[config.mk]
export PLATFORM = sky130hd
export DESIGN_NAME = cmcr_bank
export DESIGN_NICKNAME = d
export VERILOG_FILES = /design/src/shared/cmcr_pkg.sv /design/src/logic/cmcr_bank.sv /design/src/logic/cmcr_delay_line.sv /design/src/logic/cmcr_sync2.sv
export SDC_FILE = /design/constraint.sdc
export NUM_CORES = 1
export LEC_CHECK = 0
export CAP_MARGIN = 20
export CORE_MARGIN = 5
export CORE_UTILIZATION = 30
export DETAILED_ROUTE_END_ITERATION = 10
export DONT_BUFFER_PORTS = 1
export GPL_TIMING_DRIVEN = 0
export PLACE_DENSITY_LB_ADDON = 0.2
export SYNTH_ARGS = -nofsm -noshare
export SYNTH_HDL_FRONTEND = slang
export SYNTH_SLANG_ARGS = --single-unit
[constraint.sdc]
create_clock -name pclk -period 1.71 [get_ports pclk]
set_clock_uncertainty 0.2 [all_clocks]
set_input_delay 0.0855 -clock pclk [delete_from_list [all_inputs] [get_ports pclk]]
set_output_delay 0.0855 -clock pclk [all_outputs]
set_load 0.02 [all_outputs]
[src/shared/cmcr_pkg.sv]
// package of offsets, field positions, reset values and counts for the bank
package cmcr_pkg;
  // ****************************************
  // register word indices
  // ****************************************
  // 0x7F and 0x9D are not multiples of four, so offsets are indices
  localparam logic [9:0] CMCR_IDX_TRIM_B = 10'h07F;
  localparam logic [9:0] CMCR_IDX_DITHER = 10'h09D;
  localparam logic [9:0] CMCR_IDX_LSB_CTRL = 10'h160;
  localparam logic [9:0] CMCR_IDX_LINK_EN = 10'h200;
  // my own status register, reads back live block state
  localparam logic [9:0] CMCR_IDX_STATUS = 10'h201;
  localparam int CMCR_ADDR_W = 12;
  // ****************************************
  // field positions
  // ****************************************
  localparam int CMCR_DITH_EN_POS = 0;
  localparam int CMCR_DITH_AMP_POS = 1;
  localparam int CMCR_DITH_RND_POS = 2;
  localparam int CMCR_TS_EN_POS = 0;
  localparam int CMCR_LINK_EN_POS = 0;
  // ****************************************
  // reset values
  // ****************************************
  localparam logic [7:0] CMCR_RST_DITHER = 8'h01;
  localparam logic [7:0] CMCR_RST_LSB_CTRL = 8'h00;
  localparam logic [7:0] CMCR_RST_LINK_EN = 8'h01;
  // ****************************************
  // sample path
  // ****************************************
  localparam int CMCR_SAMPLE_W = 12;
  // sample delay line depth in clock cycles; the output register adds one more
  localparam int CMCR_PIPE_LAT = 4;
  // control bits per sample advertised in lane alignment
  localparam logic [1:0] CMCR_ILA_CS = 2'h0;
  // last multiframe counter value; the period is 32 clock cycles
  localparam logic [7:0] CMCR_MF_LAST = 8'h1F;
endpackage
[src/logic/cmcr_bank.sv]
// converter misc control register bank with apb slave
// Operation
// - input b termination trim, fused reset, rw
// - dither enable bit, resets to one
// - dither amplitude select, small at reset
// - rounding residue to noise or offset
// - timestamp replaces output sample lsb
// - marker delayed two cycles more than samples, by its synchroniser
// - marker on lsb, 8 or 12 bit
// - lane alignment control bits stay zero
// - link enable bit, resets to one
// - link disabled: reset, power down, gate
// - disabled: counter reset, sysref ignored
// - upper bits stored, reset to zero
`timescale 1ns/1ns
`default_nettype none
module cmcr_bank
  import cmcr_pkg::*;
(
  // clock, reset, enable
  input wire logic pclk,
  input wire logic presetn,
  input wire logic ce,
  // apb slave
  input wire logic psel,
  input wire logic penable,
  input wire logic pwrite,
  input wire logic [CMCR_ADDR_W-1:0] paddr,
  input wire logic [31:0] pwdata,
  output logic [31:0] prdata,
  output logic pready,
  output logic pslverr,
  // factory fuse value for the trim, stable from power up
  input wire logic [7:0] fuse_trim_b,
  // sample path
  input wire logic [CMCR_SAMPLE_W-1:0] sample_in,
  input wire logic sample_8bit,
  input wire logic timestamp_pin,
  input wire logic sysref_pin,
  output logic [CMCR_SAMPLE_W-1:0] sample_out,
  // analogue and link controls
  output logic [7:0] input_b_termination_trim_field,
  output logic dither_enable_bit,
  output logic dither_amplitude_select,
  output logic dither_rounding_select,
  output logic link_reset_n,
  output logic serializer_power_down,
  output logic link_clock_enable,
  output logic [1:0] ila_control_bits,
  output logic [7:0] multiframe_counter
);
  // ****************************************
  // storage
  // ****************************************
  logic [7:0] trim_b; // termination trim
  logic [7:0] dither_control; // dither controls
  logic [7:0] sample_lsb_control; // marker insertion control
  logic [7:0] serial_link_enable; // link enable
  logic fuse_loaded; // trim taken from fuses after reset
  logic ts_sync, sysref_sync; // synchronised pins
  logic sysref_prev; // for sysref rising edge
  logic [CMCR_SAMPLE_W:0] delayed; // marker plus sample
  logic [CMCR_SAMPLE_W-1:0] next_sample; // sample after marker
  logic wr_en, rd_en; // write strobe in access phase, read strobe in setup phase
  logic [9:0] idx; // word index

  // word index of the access; low two bits ignored
  function automatic logic [9:0] word_index(
    input logic [CMCR_ADDR_W-1:0] a
  );
    word_index = a[CMCR_ADDR_W-1:2];
  endfunction

  assign idx = word_index(paddr);
  assign wr_en = psel && penable && pwrite && ce;
  assign rd_en = psel && !penable && !pwrite && ce;

  // ****************************************
  // pin synchronisers
  // ****************************************
  cmcr_sync2 u_ts_sync (
    .pclk(pclk),
    .presetn(presetn),
    .ce(ce),
    .d(timestamp_pin),
    .q(ts_sync)
  );

  cmcr_sync2 u_sysref_sync (
    .pclk(pclk),
    .presetn(presetn),
    .ce(ce),
    .d(sysref_pin),
    .q(sysref_sync)
  );

  // ****************************************
  // register writes
  // ****************************************
  // trim: fuse value loaded once after reset release, then writable
  always_ff @(posedge pclk or negedge presetn) begin
    if (!presetn) begin
      trim_b <= 8'h00;
      fuse_loaded <= 1'b0;
    end else if (ce) begin
      if (!fuse_loaded) begin
        trim_b <= fuse_trim_b;
        fuse_loaded <= 1'b1;
      end else if (wr_en && idx == CMCR_IDX_TRIM_B) begin
        trim_b <= pwdata[7:0];
      end
    end
  end

  // dither control, all eight bits stored
  always_ff @(posedge pclk or negedge presetn) begin
    if (!presetn) begin
      dither_control <= CMCR_RST_DITHER;
    end else if (wr_en && idx == CMCR_IDX_DITHER) begin
      dither_control <= pwdata[7:0];
    end
  end

  // sample lsb control
  always_ff @(posedge pclk or negedge presetn) begin
    if (!presetn) begin
      sample_lsb_control <= CMCR_RST_LSB_CTRL;
    end else if (wr_en && idx == CMCR_IDX_LSB_CTRL) begin
      sample_lsb_control <= pwdata[7:0];
    end
  end

  // link enable; software is expected to order calibration itself
  always_ff @(posedge pclk or negedge presetn) begin
    if (!presetn) begin
      serial_link_enable <= CMCR_RST_LINK_EN;
    end else if (wr_en && idx == CMCR_IDX_LINK_EN) begin
      serial_link_enable <= pwdata[7:0];
    end
  end

  // ****************************************
  // apb answer
  // ****************************************
  // read data captured in setup so it is registered during access
  always_ff @(posedge pclk or negedge presetn) begin
    if (!presetn) begin
      prdata <= 32'h0000_0000;
    end else if (rd_en) begin
      if (idx == CMCR_IDX_TRIM_B) begin
        prdata <= {24'h000000, trim_b};
      end else if (idx == CMCR_IDX_DITHER) begin
        prdata <= {24'h000000, dither_control};
      end else if (idx == CMCR_IDX_LSB_CTRL) begin
        prdata <= {24'h000000, sample_lsb_control};
      end else if (idx == CMCR_IDX_LINK_EN) begin
        prdata <= {24'h000000, serial_link_enable};
      end else if (idx == CMCR_IDX_STATUS) begin
        prdata <= {22'h0, link_reset_n, fuse_loaded,
                   multiframe_counter};
      end else begin
        prdata <= 32'h0000_0000; // unmapped reads zero
      end
    end
  end

  // zero wait states; error flagged on unmapped index
  always_ff @(posedge pclk or negedge presetn) begin
    if (!presetn) begin
      pready <= 1'b0;
      pslverr <= 1'b0;
    end else if (ce) begin
      pready <= psel && !penable;
      pslverr <= psel && !penable &&
                 idx != CMCR_IDX_TRIM_B && idx != CMCR_IDX_DITHER &&
                 idx != CMCR_IDX_LSB_CTRL && idx != CMCR_IDX_LINK_EN &&
                 idx != CMCR_IDX_STATUS;
    end
  end

  // ****************************************
  // control outputs
  // ****************************************
  // analogue and link controls registered from storage
  always_ff @(posedge pclk or negedge presetn) begin
    if (!presetn) begin
      input_b_termination_trim_field <= 8'h00;
      dither_enable_bit <= CMCR_RST_DITHER[CMCR_DITH_EN_POS];
      dither_amplitude_select <= CMCR_RST_DITHER[CMCR_DITH_AMP_POS];
      dither_rounding_select <= CMCR_RST_DITHER[CMCR_DITH_RND_POS];
      link_reset_n <= 1'b0;
      serializer_power_down <= 1'b1;
      link_clock_enable <= 1'b0;
      ila_control_bits <= CMCR_ILA_CS;
    end else if (ce) begin
      input_b_termination_trim_field <= trim_b;
      dither_enable_bit <= dither_control[CMCR_DITH_EN_POS];
      dither_amplitude_select <= dither_control[CMCR_DITH_AMP_POS];
      // 0 residue into noise, 1 into offset and spurs
      dither_rounding_select <= dither_control[CMCR_DITH_RND_POS];
      // link held in reset, powered down and unclocked while off
      link_reset_n <= serial_link_enable[CMCR_LINK_EN_POS];
      serializer_power_down <= !serial_link_enable[CMCR_LINK_EN_POS];
      link_clock_enable <= serial_link_enable[CMCR_LINK_EN_POS];
      ila_control_bits <= CMCR_ILA_CS;
    end
  end

  // ****************************************
  // multiframe counter
  // ****************************************
  // held at zero while link off; sysref cannot realign it then
  always_ff @(posedge pclk or negedge presetn) begin
    if (!presetn) begin
      multiframe_counter <= 8'h00;
      sysref_prev <= 1'b0;
    end else if (ce) begin
      sysref_prev <= sysref_sync;
      if (!serial_link_enable[CMCR_LINK_EN_POS]) begin
        multiframe_counter <= 8'h00;
      end else if (sysref_sync && !sysref_prev) begin
        multiframe_counter <= 8'h00;
      end else if (multiframe_counter == CMCR_MF_LAST) begin
        multiframe_counter <= 8'h00;
      end else begin
        multiframe_counter <= multiframe_counter + 8'h01;
      end
    end
  end

  // ****************************************
  // timestamp marker path
  // ****************************************
  // marker rides the same pipe as the sample, two cycles behind it from its synchroniser
  cmcr_delay_line #(
    .WIDTH(CMCR_SAMPLE_W + 1),
    .DEPTH(CMCR_PIPE_LAT)
  ) u_pipe (
    .pclk(pclk),
    .presetn(presetn),
    .ce(ce),
    .din({ts_sync, sample_in}),
    .dout(delayed)
  );

  // lsb of the active width replaced; 8-bit samples sit in the top byte
  always_comb begin
    next_sample = delayed[CMCR_SAMPLE_W-1:0];
    if (sample_lsb_control[CMCR_TS_EN_POS]) begin
      if (sample_8bit) begin
        next_sample[4] = delayed[CMCR_SAMPLE_W];
      end else begin
        next_sample[0] = delayed[CMCR_SAMPLE_W];
      end
    end
  end

  // output sample register
  always_ff @(posedge pclk or negedge presetn) begin
    if (!presetn) begin
      sample_out <= '0;
    end else if (ce) begin
      sample_out <= next_sample;
    end
  end

  // ****************************************
  // checks
  // ****************************************
  // the gate output leaves reset low one edge after the enable leaves it
  // high, so the edge straight after reset release is skipped
  chk_link_gating: assert property (
    @(posedge pclk) disable iff (!presetn)
    ce && $past(ce) && $past(presetn) |-> link_clock_enable ==
      $past(serial_link_enable[CMCR_LINK_EN_POS]))
    else $error("link gating does not follow enable");
  chk_counter_held: assert property (
    @(posedge pclk) disable iff (!presetn)
    ce && !serial_link_enable[CMCR_LINK_EN_POS] |=>
      multiframe_counter == 8'h00)
    else $error("counter moved while link off");
  chk_ila_zero: assert property (
    @(posedge pclk) disable iff (!presetn)
    ila_control_bits == 2'h0)
    else $error("control bits advertised");
  chk_dither_en: assert property (
    @(posedge pclk) disable iff (!presetn)
    ce && $past(ce) |-> dither_enable_bit == $past(dither_control[0]))
    else $error("dither enable mismatch");
  chk_dither_amp: assert property (
    @(posedge pclk) disable iff (!presetn)
    ce && $past(ce) |-> dither_amplitude_select == $past(dither_control[1]))
    else $error("dither amplitude mismatch");
  chk_dither_rnd: assert property (
    @(posedge pclk) disable iff (!presetn)
    ce && $past(ce) |-> dither_rounding_select == $past(dither_control[2]))
    else $error("rounding select mismatch");
  chk_marker_lsb: assert property (
    @(posedge pclk) disable iff (!presetn)
    ce && sample_lsb_control[0] && !sample_8bit |=>
      sample_out[0] == $past(delayed[CMCR_SAMPLE_W]))
    else $error("marker not on lsb");
  chk_trim_write: assert property (
    @(posedge pclk) disable iff (!presetn)
    wr_en && fuse_loaded && idx == CMCR_IDX_TRIM_B |=> ##1
      input_b_termination_trim_field == $past(pwdata[7:0], 2))
    else $error("trim write not seen");
  chk_upper_store: assert property (
    @(posedge pclk) disable iff (!presetn)
    wr_en && idx == CMCR_IDX_LINK_EN |=>
      serial_link_enable == $past(pwdata[7:0]))
    else $error("upper bits not stored");
endmodule
`default_nettype wire

[src/logic/cmcr_delay_line.sv]
// fixed-latency delay line for sample words and their marker
`timescale 1ns/1ns
`default_nettype none
module cmcr_delay_line
  import cmcr_pkg::*;
#(
  parameter int WIDTH = 13,
  parameter int DEPTH = 4
) (
  // clock and reset
  input wire logic pclk,
  input wire logic presetn,
  input wire logic ce,
  // data
  input wire logic [WIDTH-1:0] din,
  output logic [WIDTH-1:0] dout
);
  // ****************************************
  // shift stages
  // ****************************************
  logic [WIDTH-1:0] stage [DEPTH]; // one word per stage

  // advance every stage when enabled
  always_ff @(posedge pclk or negedge presetn) begin
    if (!presetn) begin
      for (int i = 0; i < DEPTH; i++) begin
        stage[i] <= '0;
      end
    end else if (ce) begin
      stage[0] <= din;
      for (int i = 1; i < DEPTH; i++) begin
        stage[i] <= stage[i-1];
      end
    end
  end

  assign dout = stage[DEPTH-1];
endmodule
`default_nettype wire

[src/logic/cmcr_sync2.sv]
// two flip-flop level synchroniser
`timescale 1ns/1ns
`default_nettype none
module cmcr_sync2 (
  // clock and reset
  input wire logic pclk,
  input wire logic presetn,
  input wire logic ce,
  // level
  input wire logic d,
  output logic q
);
  logic meta; // first stage, read only by the second

  // two stages; metastability settles in the first
  always_ff @(posedge pclk or negedge presetn) begin
    if (!presetn) begin
      meta <= 1'b0;
      q <= 1'b0;
    end else if (ce) begin
      meta <= d;
      q <= meta;
    end
  end
endmodule
`default_nettype wire

==> results of run 1 <==
kinds of logic after synthesis:
| logic type | Yosys count | synth area share |
|---|---|---|
| flops | 135 | 0.570 |
| fa+ha+maj | 1 | 0.00211 |
| buf+inv | 51 | 0.0500 |
| compound gates | 81 | 0.0863 |
| mux | 113 | 0.217 |
| simple gates | 70 | 0.0717 |
| xor+xnor | 1 | 0.00148 |
| other cells | 1 | 0.000632 |
cell type report:
class	count	area [sq um]
fillers	1912	12100
flip-flops and latches	135	3390
multi-input cells	290	2380
clock buffers	23	478
repair buffers	42	413
well taps	265	332
plain buffers	47	282
clock inverters	9	123
inverters	4	15.0
final timing paths:
kind | slack [ns] | start | to
max | -0.01 | multiframe_counter[0] | multiframe_counter[5]
min | -0.84 | presetn | multiframe_counter[7]
max reg2reg | -0.01 | multiframe_counter[0] | multiframe_counter[5]
min reg2reg | 0.29 | u_sysref_sync.meta | u_sysref_sync.q
max in group asynchronous | 1.83 | presetn | dither_control[0]
min in group pclk | -0.07 | paddr[10] | prdata[0]
power groups by stage:
stage / Sequential, uW / Combinational, uW / Clock [uW]
after floorplan: 3800 / 484 / 0
after global placement: 3870 / 538 / 0
after detailed placement: 3880 / 554 / 0
after CTS: 3830 / 641 / 3820
after global routing: 3870 / 705 / 3970
final: 3820 / 635 / 3740
flip-flops by register name (all words and copies together), names as in the netlist, 8 cells and up:
signal / cells
prdata: 10
sample_out: 12
input_b_termination_trim_field: 8
u_pipe.dout: 13
u_pipe.stage: 39
trim_b: 8
serial_link_enable: 8
dither_control: 8
sample_lsb_control: 8
multiframe_counter: 8
routing by layer:
metal  share of wire  vias to the layer above  global-route usage
li1                -                     1776                   -
met2            0.48                      128               0.222
met4           0.016                        0              0.0576
met3           0.092                       18              0.0485
met1            0.42                     2010               0.173
met5               0                        -                   0
cell usage after synthesis (3+ instances only):
library cell	n	area (sq um)
dfrtp_1	131	3280
mux2_2	95	1070
a21oi_1	28	140
buf_4	25	188
clkbuf_1	15	56.3
nand2_1	13	48.8
nor2_1	12	45.0
mux2i_1	10	100
o21ai_0	10	50.1
a22o_1	9	78.8
nand4_1	9	56.3
o31ai_1	9	67.6
a22oi_1	8	60.1
mux2_4	8	120
o22ai_1	8	50.1
nand2b_1	6	37.5
nand3_1	5	25.0
a31oi_1	4	25.0
and3_1	4	25.0
dfstp_2	4	105
inv_1	4	15.0
buf_1	3	11.3
buf_2	3	15.0
through the flow:
| step | setup slack, ns | util |
|---|---|---|
| global placement | -0.357 | 0.327 |
| global route | -0.0660 | 0.380 |
| CTS | -0.0134 | 0.378 |
| finish | -0.0139 | 0.380 |
| floorplan | -0.0642 | - |
| detailed placement | -0.433 | 0.327 |
what timing repair did:
item | CTS | global route
hold buffers | 38 | 1
hold endpoints to repair | 198 | 141
endpoints found under the setup margin | 6 | 30
resized for setup | 7 | 3
setup buffers | 0 | 3
pin swaps | 2 | 3
==> impl_metrics.tcl, run 1 <==
set metrics [dict create \
    clkSinkCount 135 \
    path_clk_slew_ns 0.06 \
    cp.depth 5 \
    grt_use_total 0.139 \
    synth_edf_count 0 \
    via_per_inst 4.82 \
    combPwrFrac 0.078 \
    syn_area_per_cell_sq_um 13.1 \
    worstPathMaxFanout 6 \
    gp_congestion 0.825 \
    p_leak_uw 0.00333 \
    finalInstanceArea_sq_mm 0.00740 \
    outcome "finished, violations left" \
    post_drt_wl_per_cell_um 18.6 \
    cp-start-kind "register" \
    first_global_vias 4131 \
    initial_core_util 0.305 \
    fin_nets 611 \
    core_area_sq_mm 0.0195 \
    r2r_cells 5 \
    crit_family "compound AO/OA/AOI/OAI gates" \
    grt_start_max_net_pins 136 \
    layout-drive-gt1-share 0.335 \
    diodes 0 \
    max_cap_viol_count 0 \
    io_pins 143 \
    drt_iter0_markers 174 \
    p_total_uw 8190 \
    final_cell_mix "dfrtp_1, mux2_2, dlygate4sd3_1" \
    rsz0062_at_grt "yes" \
    finalHoldViolCount 143 \
    synth-main-ff-cell "dfrtp_1" \
    hpwl_um 10300 \
    cts-htree-levels 4 \
    synth_cell_type_count 46 \
    maxSlewViolCount 0 \
    worstSetupPathType "reg -> reg" \
    antenna_found_initial 0 \
    setup_violations 2 \
    synth_warnings 0 \
    cp.arrival_ns 1.86 \
    ir_drop_v 0.000710 \
    crit_required_ns 1.85 \
    fin_cells 815 \
    grt_pass1_wl_um 23800 \
    power_density_mw_per_mm2 1110 \
    dieWidth_um 151 \
    worstPathCellList "ha_4, and3_2, a31oi_4, a21oi_1, a31oi_1" \
    swShare 0.231 \
    vias 3932 \
    setup_ws_ns -0.0139 \
    drc 0 \
    crit_slowest_cell "dfrtp_2" \
    insertion_delay_ns 0.42 \
    fin_setup_tns_ns -0.0166 \
    period_share 1.01 \
    synthCells 453 \
    fp-row-count 51 \
    cts_tree "built" \
    cts-root-to-sink-buffers 2 \
    die_h_um 151 \
    routed_wl_um 15100 \
    drtPass1Iterations 4 \
    place_area_sq_mm 0.00636 \
    area_growth_pct 24.8 \
    yosys_register_bits 135 \
    cpPeakStageDelay_ns 0.50 \
    cp-end-kind "register" \
    hold_path.class "in -> async" \
    worst_pin_slew_ns 0.727 \
    ant_nets 0 \
    cts_root_buf "clkbuf_16" \
    portBuffers 0 \
    clkPwrFrac 0.456 \
    dp_cells 741 \
    async_flop_share 1.00 \
    ys_seq_area_frac 0.570 \
    timing.slew.headroom 0.515 \
    max_freq_mhz 580 \
    die_area_sq_mm 0.0227 \
    violations "negative hold slack, negative setup slack" \
    p_switching_uw 1890 \
    mostFrequentLayoutCell "dfrtp_1" \
    numCtsBuffers 17 \
    post-route-min-period_ns 1.72 \
    intPower_uw 6300 \
    synthesis.area_sq_mm 0.00593 \
    cp_num_buf_inv 0 \
    seqPwrFrac 0.466 \
    grt_remaining_overflow 0 \
    whs_ns -0.840 \
]
(Power assumes the default switching activity.)
==> run 2, diff against run 1 <==
- ABC_AREA: not set -> 1
- SKIP_CTS_REPAIR_TIMING: not set -> 1
- clock period: 1.71 -> 1.72 ns (I/O delays scaled with it)
==> impl_metrics.tcl, run 2 <==
set metrics [dict create \
    reg2reg_from "multiframe_counter[0]" \
    period_share 1.03 \
    ys_seq_area_frac 0.554 \
    first_global_vias 4569 \
    numCtsBuffers 17 \
    insertion_delay_ns 0.43 \
    synth_top_area_cell "dfrtp_1" \
    cp-start-kind "input port" \
    cts-root-to-sink-buffers 2 \
    synth_edf_count 0 \
    largest_register_ffs 39 \
    violations "negative hold slack, negative setup slack" \
    fp-row-count 52 \
    die_h_um 153 \
    layout-drive-gt1-share 0.161 \
    final_cell_mix "nand2_1, dfrtp_1, o21ai_0" \
    worstPathMaxFanout 7 \
    cp.arrival_ns 1.87 \
    outcome "finished, violations left" \
    finalHoldViolCount 156 \
    r2r_slack_ns -0.02 \
    fin_nets 867 \
    worstPathCellList "dlygate4sd3_1, nand3_1, nor3_2, nand3_2, nand2_1, dlygate4sd3_1, o21ai_1" \
    hpwl_um 12300 \
    initial_core_util 0.304 \
    crit_slowest_cell "dlygate4sd3_1" \
    final-seq-area_sq_mm 0.00339 \
    grt_pass1_wl_um 26500 \
    post-route-min-period_ns 1.77 \
    dieWidth_um 153 \
    gp_congestion 0.787 \
    fillers 2070 \
    r2r-end "multiframe_counter[6]" \
    cpPeakStageDelay_ns 0.63 \
    synth_warnings 0 \
    cts_root_buf "clkbuf_16" \
    setup_violations 4 \
    via_per_inst 4.45 \
    crit_required_ns 1.82 \
    timing.slew.headroom 0.611 \
    top_register "u_pipe.stage" \
    setup_ws_ns -0.0536 \
    power_density_mw_per_mm2 1020 \
    grt_remaining_overflow 0 \
    ir_drop_v 0.000648 \
    async_flop_share 1.00 \
    mostFrequentLayoutCell "nand2_1" \
    fin_cells 1076 \
    ys_top_cells_by_area "dfrtp_1, nand2_1, o21ai_0, nand3_1, buf_4" \
    hold_path.class "in -> async" \
    p_leak_uw 0.00364 \
    grt_start_max_net_pins 136 \
    die_area_sq_mm 0.0233 \
    drtPass1Iterations 5 \
    cts-htree-levels 4 \
    p_total_uw 7800 \
    ant_nets 0 \
    post_drt_wl_per_cell_um 16.1 \
    dp_cells 989 \
    cts_tree "built" \
    worst_pin_slew_ns 0.583 \
    max_freq_mhz 564 \
    r2r_cells 6 \
    whs_ns -0.850 \
    place_area_sq_mm 0.00653 \
    portBuffers 0 \
    synth_top_area_frac 0.537 \
    clkSinkCount 135 \
    drc 0 \
    finalInstanceArea_sq_mm 0.00768 \
    crit_top_cell "dlygate4sd3_1" \
    max_cap_viol_count 0 \
    syn_area_per_cell_sq_um 8.77 \
    antenna_found_initial 0 \
    post-route-util 0.382 \
    io_pins 143 \
    routed_wl_um 17300 \
    synthesis.area_sq_mm 0.00610 \
    synthCells 696 \
    maxSlewViolCount 0 \
    multi_input_area_sq_mm 0.00228 \
    grt_use_total 0.148 \
    path_clk_slew_ns 0.06 \
    synth_cell_type_count 36 \
    synth-main-ff-cell "dfrtp_1" \
    startpoint "paddr[9]" \
    yosys_register_bits 135 \
    drt_iter0_markers 275 \
    diodes 0 \
    synth.most_common_cell "nand2_1" \
    cp-end-kind "register" \
    pre_cts_ws_ns -0.265 \
    yosys-top-cells-count "nand2_1, dfrtp_1, o21ai_0" \
    rsz0062_at_grt "yes" \
    core_area_sq_mm 0.0201 \
    vias 4789 \
    worstSetupPathType "in -> reg" \
    area_growth_pct 25.8 \
]
-- run 2: through the flow --
step                      hold slack, ns  setup TNS (ns)
after global routing              -0.878          -0.755
after detailed placement          -0.405          -0.896
after global placement            -0.406           -1.04
after floorplan                   -0.410               0
final                             -0.850          -0.124
after CTS                         -0.868          -0.946
-- run 2: cell families (layout without fill, tap and decap cells) --
group	after synthesis	count (layout)	synth area share
simple gates	317	317	0.232
buf+inv	116	203	0.0931
other cells	1	24	0.000614
compound gates	122	122	0.113
xor+xnor	4	4	0.00574
fa+ha+maj	1	1	0.00205
flops	135	135	0.554
-- run 2: worst max path at each step --
stage / end / slack, ns / depth (start not counted)
6_report: dither_control[7] / -0.05 / 7
5_1_grt: multiframe_counter[6] / -0.15 / 6
4_1_cts: multiframe_counter[7] / -0.27 / 6
3_5_place_dp: multiframe_counter[7] / -0.27 / 6
3_3_place_gp: multiframe_counter[7] / -0.27 / 6
2_1_floorplan: multiframe_counter[7] / 0.07 / 6
-- run 2: where the power goes --
| group | leakage [uW] | switching [uW] | total, uW | internal [uW] |
|---|---|---|---|---|
| sequential | 0.00173 | 277 | 3720 | 3440 |
| clock | 0.000270 | 1430 | 3470 | 2040 |
| combinational | 0.00164 | 372 | 620 | 248 |
-- run 2: layer usage --
metal / vias up / share of wire / GRT usage
met5: - / 0 / 0
met4: 0 / 0.015 / 0.0471
met3: 16 / 0.098 / 0.0648
met2: 139 / 0.46 / 0.232
met1: 2236 / 0.42 / 0.184
li1: 2398 / - / -
-- run 2: cell type report --
class | count | share of cell area
Buffer | 55 | 0.0442
Clock buffer | 19 | 0.0577
Clock inverter | 13 | 0.0161
Inverter | 61 | 0.0298
Multi-Input combinational cell | 468 | 0.297
Sequential cell | 135 | 0.441
Tap cell | 270 | 0.0440
Timing Repair Buffer | 55 | 0.0704
-- run 2: critical path: cells and delay by family --
kind            cells  cell delay, ns
buf+inv             2            1.18
simple gates        4            0.55
compound gates      1            0.06
